$ cat src/hif_pkg.sv
// Package: offsets, field positions, reset values and masks of the register group
package hif_pkg;

  // ==========================================================================
  // Register offsets (byte addresses)
  localparam logic [7:0] OFS_INTERRUPT_MASK = 8'h5C;
  localparam logic [7:0] OFS_BYTE_ORDER_PROBE = 8'h64;
  localparam logic [7:0] OFS_FIFO_LEVEL_THRESHOLDS = 8'h68;
  localparam logic [7:0] OFS_RECEIVE_CONFIG = 8'h6C;

  // ==========================================================================
  // Interrupt enable bit positions
  localparam int BIT_SOFTWARE_IRQ_ENABLE = 31;
  localparam int BIT_TX_HALTED_ENABLE = 25;
  localparam int BIT_RX_HALTED_ENABLE = 24;
  localparam int BIT_DROP_COUNTER_HALF_ENABLE = 23;
  localparam int BIT_TX_BUFFER_DONE_ENABLE = 21;
  localparam int BIT_RX_DMA_DONE_ENABLE = 20;
  localparam int BIT_GP_TIMER_ENABLE = 19;
  localparam int BIT_PHY_EVENT_ENABLE = 18;
  localparam int BIT_POWER_EVENT_ENABLE = 17;
  localparam int BIT_TX_STATUS_OVERFLOW_ENABLE = 16;
  localparam int BIT_RX_WATCHDOG_ENABLE = 15;
  localparam int BIT_RX_ERROR_ENABLE = 14;
  localparam int BIT_TX_ERROR_ENABLE = 13;
  localparam int BIT_TX_DATA_UNDERRUN_ENABLE = 11;
  localparam int BIT_TX_DATA_OVERRUN_ENABLE = 10;
  localparam int BIT_TX_SPACE_AVAIL_ENABLE = 9;
  localparam int BIT_TX_STATUS_FULL_ENABLE = 8;
  localparam int BIT_TX_STATUS_LEVEL_ENABLE = 7;
  localparam int BIT_RX_DROP_ENABLE = 6;
  localparam int BIT_RX_DATA_LEVEL_ENABLE = 5;
  localparam int BIT_RX_STATUS_FULL_ENABLE = 4;
  localparam int BIT_RX_STATUS_LEVEL_ENABLE = 3;
  localparam int BIT_PIN_EVENT_ENABLES_LSB = 0;
  localparam logic [31:0] INTERRUPT_MASK_WRITABLE = 32'h83BF_EFFF;
  localparam logic [31:0] INTERRUPT_MASK_RESET = 32'h0000_0000;

  // ==========================================================================
  // Fixed byte-order pattern
  localparam logic [31:0] BYTE_ORDER_PATTERN = 32'h8765_4321;

  // ==========================================================================
  // FIFO level threshold fields
  localparam int FLD_TX_SPACE_LSB = 24;
  localparam int FLD_TX_STATUS_LSB = 16;
  localparam int FLD_RX_SPACE_LSB = 8;
  localparam int FLD_RX_STATUS_LSB = 0;
  localparam logic [31:0] FIFO_LEVEL_THRESHOLDS_RESET = 32'h4800_0000;

  // ==========================================================================
  // Receive configuration fields
  localparam int FLD_END_ALIGN_LSB = 30;
  localparam int FLD_DWORD_COUNT_LSB = 16;
  localparam int BIT_RX_DISCARD = 15;
  localparam int FLD_START_OFFSET_LSB = 8;
  localparam logic [1:0] END_ALIGN_RESET = 2'h0;
  localparam logic [11:0] DWORD_COUNT_RESET = 12'h000;
  localparam logic [4:0] START_OFFSET_RESET = 5'h00;

  // End alignment codes
  localparam logic [1:0] ALIGN_4 = 2'h0;
  localparam logic [1:0] ALIGN_16 = 2'h1;
  localparam logic [1:0] ALIGN_32 = 2'h2;

  // Boundary sizes in DWORDs for each alignment code
  localparam logic [3:0] DWORDS_PER_4 = 4'h1;
  localparam logic [3:0] DWORDS_PER_16 = 4'h4;
  localparam logic [3:0] DWORDS_PER_32 = 4'h8;

endpackage : hif_pkg

$ cat src/hif_align_if.sv
// Interface: receive read tracking between register group and filler calculator
interface hif_align_if;
  logic [1:0] end_align;
  logic dword_pop;
  logic packet_last;
  logic discard;
  logic [2:0] filler_dwords;
  logic filler_valid;

  modport regs (
    output end_align,
    output dword_pop,
    output packet_last,
    output discard,
    input filler_dwords,
    input filler_valid
  );

  modport calc (
    input end_align,
    input dword_pop,
    input packet_last,
    input discard,
    output filler_dwords,
    output filler_valid
  );
endinterface : hif_align_if

$ cat src/hif_regs.sv
// Module: interrupt mask, byte-order probe, FIFO thresholds and receive config
//
// Operation
// - Set enable bit lets its status source drive the interrupt; all reset to 0.
// - Status flags follow their sources whatever the enable bits hold.
// - Enables at 31, 25, 24, 23, 21, 20, 19 as listed.
// - Enables at 18, 17, 16, 15, 14, 13 as listed.
// - Bits 11 to 3 enable FIFO events; bits 2-0 the pin events.
// - Probe register always reads 87654321h.
// - Bits 31-24 TX space threshold, 64-byte blocks, reset 48h; flag when exceeded.
// - Bits 23-16 TX status threshold in DWORDs; flag when used exceeds it.
// - Bits 15-8 RX space threshold, 64-byte blocks; flag when free falls below.
// - Bits 7-0 RX status threshold in DWORDs; flag when used exceeds it.
// - Bits 31:30 pick 4, 16 or 32 byte end boundary; filler DWORDs added.
// - Bits 27-16 DWORD countdown, decremented per RX data DWORD read.
// - New countdown value accepted before zero; counting resumes from it.
// - Self-clearing bit 15 empties RX data and status FIFOs.
// - Bits 12-8 shift packet start by 0-31 bytes.
// - Upper three offset bits take effect from the next DWORD read.
// - RX DMA done raised when the programmed count has drained.
module hif_regs (
  // Clock and reset
  input wire logic core_clk,
  input wire logic rst_n,
  // Host register port
  input wire logic [7:0] host_addr,
  input wire logic host_wr,
  input wire logic host_rd,
  input wire logic [31:0] host_wdata,
  output logic [31:0] host_rdata,
  // Interrupt status from the status register
  input wire logic [31:0] interrupt_status_reg,
  output logic irq,
  // FIFO occupancy
  input wire logic [7:0] tx_data_free_blocks,
  input wire logic [7:0] tx_status_used,
  input wire logic [7:0] rx_data_free_blocks,
  input wire logic [7:0] rx_status_used,
  output logic tx_space_avail_flag,
  output logic tx_status_level_flag,
  output logic rx_data_level_flag,
  output logic rx_status_level_flag,
  // Receive read path
  input wire logic rx_dword_read,
  input wire logic rx_packet_last,
  output logic rx_dma_done,
  output logic rx_fifo_discard,
  output logic [1:0] end_align,
  output logic [4:0] rx_start_offset,
  output logic [2:0] rx_filler_dwords,
  output logic rx_filler_valid
);
  import hif_pkg::*;

  // ==========================================================================
  // State
  typedef struct packed {
    logic [31:0] interrupt_mask;
    logic [31:0] fifo_level_thresholds;
    logic [1:0] end_align;
    logic [11:0] rx_dword_countdown;
    logic [4:0] rx_start_offset;
    logic [2:0] dword_offset_live;
    logic [31:0] rdata;
    logic irq;
    logic tx_space_avail;
    logic tx_status_level;
    logic rx_data_level;
    logic rx_status_level;
    logic dma_done;
    logic discard;
    logic [2:0] filler;
    logic filler_valid;
  } hif_regs_state_t;

  hif_regs_state_t st;
  hif_regs_state_t next_st;

  hif_align_if align_link ();

  // Threshold field extraction, used for all four levels
  function automatic logic [7:0] hif_field8(input logic [31:0] word, input int lsb);
    hif_field8 = word[lsb +: 8];
  endfunction : hif_field8

  // ==========================================================================
  // Filler calculator
  hif_filler_calc u_filler (
    .core_clk(core_clk),
    .rst_n(rst_n),
    .link(align_link.calc)
  );

  assign align_link.end_align = st.end_align;
  assign align_link.dword_pop = rx_dword_read;
  assign align_link.packet_last = rx_packet_last;
  assign align_link.discard = st.discard;

  // ==========================================================================
  // Next state
  always_comb begin
    logic wr_mask;
    logic wr_thr;
    logic wr_rxcfg;
    logic [31:0] rd_word;
    rd_word = 32'h0000_0000;
    next_st = st;
    wr_mask = host_wr && (host_addr == OFS_INTERRUPT_MASK);
    wr_thr = host_wr && (host_addr == OFS_FIFO_LEVEL_THRESHOLDS);
    wr_rxcfg = host_wr && (host_addr == OFS_RECEIVE_CONFIG);

    // Writable enables only; reserved positions keep zero
    if (wr_mask) begin
      next_st.interrupt_mask = host_wdata & INTERRUPT_MASK_WRITABLE;
    end
    if (wr_thr) begin
      next_st.fifo_level_thresholds = host_wdata;
    end

    // Countdown: host write wins over a same-cycle read so the new value counts
    next_st.dma_done = 1'b0;
    if (wr_rxcfg) begin
      next_st.end_align = host_wdata[FLD_END_ALIGN_LSB +: 2];
      next_st.rx_dword_countdown = host_wdata[FLD_DWORD_COUNT_LSB +: 12];
      next_st.rx_start_offset = host_wdata[FLD_START_OFFSET_LSB +: 5];
    end else if (rx_dword_read && (st.rx_dword_countdown != 12'h000)) begin
      next_st.rx_dword_countdown = st.rx_dword_countdown - 12'h001;
      if (st.rx_dword_countdown == 12'h001) begin
        next_st.dma_done = 1'b1;
      end
    end

    // Discard is a one-cycle pulse; the bit never stores
    next_st.discard = wr_rxcfg && host_wdata[BIT_RX_DISCARD];

    // Upper offset bits move to the datapath only on a DWORD read
    if (rx_dword_read) begin
      next_st.dword_offset_live = st.rx_start_offset[4:2];
    end

    // Level flags run regardless of enables
    next_st.tx_space_avail =
      tx_data_free_blocks > hif_field8(st.fifo_level_thresholds, FLD_TX_SPACE_LSB);
    next_st.tx_status_level =
      tx_status_used > hif_field8(st.fifo_level_thresholds, FLD_TX_STATUS_LSB);
    next_st.rx_data_level =
      rx_data_free_blocks < hif_field8(st.fifo_level_thresholds, FLD_RX_SPACE_LSB);
    next_st.rx_status_level =
      rx_status_used > hif_field8(st.fifo_level_thresholds, FLD_RX_STATUS_LSB);

    next_st.irq = |(interrupt_status_reg & st.interrupt_mask);

    next_st.filler = align_link.filler_dwords;
    next_st.filler_valid = align_link.filler_valid;

    // Read mux; unmapped addresses and reserved bits give zero
    case (host_addr)
      OFS_INTERRUPT_MASK: begin
        rd_word = st.interrupt_mask;
      end
      OFS_BYTE_ORDER_PROBE: begin
        rd_word = BYTE_ORDER_PATTERN;
      end
      OFS_FIFO_LEVEL_THRESHOLDS: begin
        rd_word = st.fifo_level_thresholds;
      end
      OFS_RECEIVE_CONFIG: begin
        rd_word[FLD_END_ALIGN_LSB +: 2] = st.end_align;
        rd_word[FLD_DWORD_COUNT_LSB +: 12] = st.rx_dword_countdown;
        rd_word[FLD_START_OFFSET_LSB +: 5] = st.rx_start_offset;
      end
      default: begin
        rd_word = 32'h0000_0000;
      end
    endcase
    if (host_rd) begin
      next_st.rdata = rd_word;
    end
  end

  // ==========================================================================
  // Registers
  always_ff @(posedge core_clk or negedge rst_n) begin
    if (!rst_n) begin
      st <= '0;
      st.interrupt_mask <= INTERRUPT_MASK_RESET;
      st.fifo_level_thresholds <= FIFO_LEVEL_THRESHOLDS_RESET;
      st.end_align <= END_ALIGN_RESET;
      st.rx_dword_countdown <= DWORD_COUNT_RESET;
      st.rx_start_offset <= START_OFFSET_RESET;
    end else begin
      st <= next_st;
    end
  end

  // ==========================================================================
  // Outputs
  assign host_rdata = st.rdata;
  assign irq = st.irq;
  assign tx_space_avail_flag = st.tx_space_avail;
  assign tx_status_level_flag = st.tx_status_level;
  assign rx_data_level_flag = st.rx_data_level;
  assign rx_status_level_flag = st.rx_status_level;
  assign rx_dma_done = st.dma_done;
  assign rx_fifo_discard = st.discard;
  assign end_align = st.end_align;
  // Low two bits apply at once: host only changes them with reception halted
  assign rx_start_offset = {st.dword_offset_live, st.rx_start_offset[1:0]};
  assign rx_filler_dwords = st.filler;
  assign rx_filler_valid = st.filler_valid;
endmodule : hif_regs

$ cat src/hif_filler_calc.sv
// Module: counts DWORDs of the packet being read and works out end filler
module hif_filler_calc (
  // Clock and reset
  input wire logic core_clk,
  input wire logic rst_n,
  // Register group side
  hif_align_if.calc link
);
  import hif_pkg::*;

  typedef struct packed {
    logic [2:0] pos;
    logic [2:0] filler;
    logic valid;
  } hif_calc_state_t;

  hif_calc_state_t st;
  hif_calc_state_t next_st;

  // Boundary in DWORDs; the reserved code falls back to 4 bytes
  function automatic logic [3:0] hif_boundary(input logic [1:0] code);
    case (code)
      ALIGN_16: hif_boundary = DWORDS_PER_16;
      ALIGN_32: hif_boundary = DWORDS_PER_32;
      default: hif_boundary = DWORDS_PER_4;
    endcase
  endfunction : hif_boundary

  always_comb begin
    logic [3:0] bnd;
    logic [3:0] used;
    logic [3:0] rem;
    bnd = hif_boundary(link.end_align);
    used = {1'b0, st.pos} + 4'h1;
    rem = (bnd - (used & (bnd - 4'h1))) & (bnd - 4'h1);
    next_st = st;
    next_st.valid = 1'b0;
    if (link.discard) begin
      next_st.pos = 3'h0;
    end else if (link.dword_pop) begin
      if (link.packet_last) begin
        next_st.pos = 3'h0;
        next_st.filler = rem[2:0];
        next_st.valid = 1'b1;
      end else begin
        next_st.pos = used[2:0];
      end
    end
  end

  always_ff @(posedge core_clk or negedge rst_n) begin
    if (!rst_n) begin
      st <= '0;
    end else begin
      st <= next_st;
    end
  end

  assign link.filler_dwords = st.filler;
  assign link.filler_valid = st.valid;
endmodule : hif_filler_calc

$ cat config.mk
export PLATFORM = sky130hd
export DESIGN_NAME = hif_regs
export DESIGN_NICKNAME = d
export VERILOG_FILES = /design/src/hif_pkg.sv /design/src/hif_align_if.sv /design/src/hif_regs.sv /design/src/hif_filler_calc.sv
export SDC_FILE = /design/constraint.sdc
export NUM_CORES = 1
export LEC_CHECK = 0
export BUFFER_PORTS_ARGS = -buffer_cell sky130_fd_sc_hd__buf_2
export CORE_ASPECT_RATIO = 1.1
export CORE_MARGIN = 8
export CORE_UTILIZATION = 45
export CTS_BUF_LIST = sky130_fd_sc_hd__clkbuf_4 sky130_fd_sc_hd__clkbuf_8
export DETAILED_ROUTE_END_ITERATION = 6
export GPL_ROUTABILITY_DRIVEN = 0
export PLACE_DENSITY_LB_ADDON = 0.3
export SLEW_MARGIN = 15
export SYNTH_ARGS = -nofsm -noshare
export SYNTH_HDL_FRONTEND = slang
export SYNTH_SLANG_ARGS = --single-unit
$ cat constraint.sdc
create_clock -name core_clk -period 1.9 [get_ports core_clk]
set_clock_uncertainty 0.05 [all_clocks]
set_input_delay 0.38 -clock core_clk [delete_from_list [all_inputs] [get_ports core_clk]]
set_output_delay 0.38 -clock core_clk [all_outputs]
set_load 0.01 [all_outputs]
==> results.md <==
- Start point of the critical path: st[52]
- Layout cells sized above 1: 36.91%
- CTS root buffer: clkbuf_8
- Area grow syn2layout: 20.25%
- First-pass GRT wire length: around 32 mm
- Top-area cell type share of the netlist area: a little under half
- Fmax: between 0.5 and 0.6 GHz
- Hold Crit Class: input pin to flop
- Synthesized area: about 7000 sq um
- Async set or reset register ratio after synthesis: 100.0%
- Initial antenna violation count: 3
- Most frequent cells in the layout: buf_2 (151), dfrtp_1 (126), nand2_1 (54)
- Finish-stage setup viols: 0
- Wire length per cell: about 20 microns
- Post-synth EDFFs: 0
- TritonCTS clock tree: yes
- Worst-Margin Slew: approximately 430 ps
- Final ANT Viol Nets: 0
- Launching point of the worst reg2reg path: st[52]
- CP startpoint kind: flop
- Status: finished, final reports clean
- Netlist cell types: 61
- Final worst path period share: between 90% and 100%
- Worst-Skew Late Latency: 430 ps
- Reg2reg setup slack: roughly 34 ps
- IR Drop Worst-Case VDD: around 0.43 mV
- Total wire length: slightly above 20 mm
- Synth Flop Type: dfrtp_1
- Cells after synthesis: roughly 650
- Global route overflow: 0
- Relative slew slack: between 70 and 80%
- Max cap viols: 0
- Yosys warning count: 0
- Chip height: around 150 microns
- Vias in the first global route: 6091
- Starting Density: 46.24%
- Tot GR Track Use: between 20% and 30%
- IO Pins: 160
- Syn_nets: 796
- Worst-path clk slew: 80 ps
- Hold Crit Start: host_wdata[30]
- Post-synthesis sequential area ratio: a little under half
- Top post-synthesis cells by area: dfrtp_1 (45%), ha_1 (6.8%), mux2_4 (6.0%), buf_4 (4.5%), mux2_2 (3.2%)
- Slew Limit Fails: 0
- Placeable core area: 15110 sq um
- Quantity of I/O buffers inserted on ports: 152
- # clock sinks: between 100 and 150
- Crit Path Max Fanout: 5
- Final Power: 0.006931 W
- Post-route minimum period: about 1900 ps
- Largest net degree at the start of global routing: 34
- Clock buffer count from CTS: 17
- Dpl hpwl: 15.91 mm
- Die Area: about 20000 sq um
- Nets: 945
- First DRT Iteration DRCs: approximately 400
- Setup WS pre-CTS: 44.32 ps
- CTS Buffer Depth: 2
- Via count: about 5600
- Worst setup EP type: flop
- Data required, critical path: about 2200 ps
- Row Count: 47
- Power Dens Cells: about 820 nW/um^2
- Syn Area/Cell: around 11 sq um
- Router iterations before antenna repair: 5
- Area leader, netlist: dfrtp_1
- Drt drc: 0
- Via density: between 5 and 6
- #FFs+latches synth: between 100 and 150
- Final hold vios: 0
- Commonest non-fill, non-tap cell in the layout: buf_2
- Leakage: around 4.2 nW
- Die W: between 100 and 150 microns
- Min setup slack post-route: ~34 ps
- H-tree depth: 4
- Critical Path AT: approximately 2200 ps
- WS Path Type: flop to flop
==> metal layers <==
metal	wire [microns]	GRT usage [%]	vias to the layer above
met1	7798	23.54	2761
met3	1309	5.252	31
met4	437	7.532	2
li1	-	-	2574
met5	10	0	-
met2	10550	36.59	191
==> final cells by class <==
class / instances / area [sq um]
antenna: 2 / 5.005
tap: 196 / 245.2
multi-input combinational: 407 / 3206
timing repair buffer: 197 / 1182
clock inverter: 13 / 115.1
sequential: 129 / 3232
clock buffer: 19 / 249.0
fill: 1329 / 6710
inverter: 45 / 168.9
==> synthesized netlist by cell type, types with 11 or more instances <==
library cell    n
nor2_1         41
inv_1          44
buf_4          42
mux2_1         11
nor2b_1        11
a21oi_1        28
a22oi_1        21
mux2_2         20
nand3_1        13
dfrtp_1       127
mux2_4         28
a221oi_1       11
o21ai_0        16
ha_1           38
nand2_1        54
==> power by group <==
part | internal (W) | leakage (nW) | switching, W
sequential | 0.00299 | 1.72 | 0.000253
combinational | 0.000726 | 2.31 | 0.000795
clock | 0.00106 | 0.190 | 0.00111
==> through the flow <==
step                      hold WS [ps]  cell area [sq um]  utilization [%]  std cells  setup TNS (ps)
after floorplan                  34.41               6988                -        648               0
after global placement           264.9               7929            52.46        971               0
after detailed placement         270.3               7929            52.46        971               0
after CTS                        101.3               8303            54.94       1004               0
after global routing             104.3               8403            55.60       1008          -3.312
final                            124.6               8403            55.60       1008               0
==> final timing paths <==
check | to | cells past startpoint
setup / recovery | st[58] | 5
setup reg to reg | st[58] | 5
max in group asynchronous | st[107] | 3
min in group asynchronous | rx_filler_dwords[0] | 2
hold reg to reg | rx_filler_valid | 0
hold / removal | end_align[0] | 3
==> cell families (layout without fill, tap and decap cells) <==
family | count (synthesis) | after routing | share of synthesized area [%]
adder cells (fa/ha/maj) | 38 | 38 | 6.804
AND/OR/NAND/NOR | 168 | 168 | 12.39
XOR/XNOR | 9 | 9 | 1.128
multiplexers | 66 | 66 | 12.01
AO/OA/AOI/OAI | 126 | 126 | 12.46
buffers and inverters | 112 | 274 | 8.970
other | 0 | 2 | 0
flip-flops | 129 | 129 | 46.23
==> registers in the layout, summed over array words and instances, names as in the netlist <==
register                     count
st                              72
host_rdata                      32
rx_start_offset                  5
rx_filler_dwords                 3
u_filler.link.filler_dwords      3
u_filler.st                      3
end_align                        2
irq                              1
rx_data_level_flag               1
rx_dma_done                      1
rx_fifo_discard                  1
rx_filler_valid                  1
rx_status_level_flag             1
tx_space_avail_flag              1
tx_status_level_flag             1
u_filler.link.filler_valid       1
==> critical path: stages, from the launching register on <==
cell	delay, ps
dfrtp_1	430
or4b_4	590
nor2_4	130
nand2_4	80
or4_1	420
nand3_1	100
==> timing repair <==
item	CTS	global route
gates resized for setup	0	16
hold buffers	1	0
setup endpoints to repair	0	10
setup buffers	0	2
hold endpoints to repair	19	0
No activity file was read; power rests on OpenSTA's default activity.
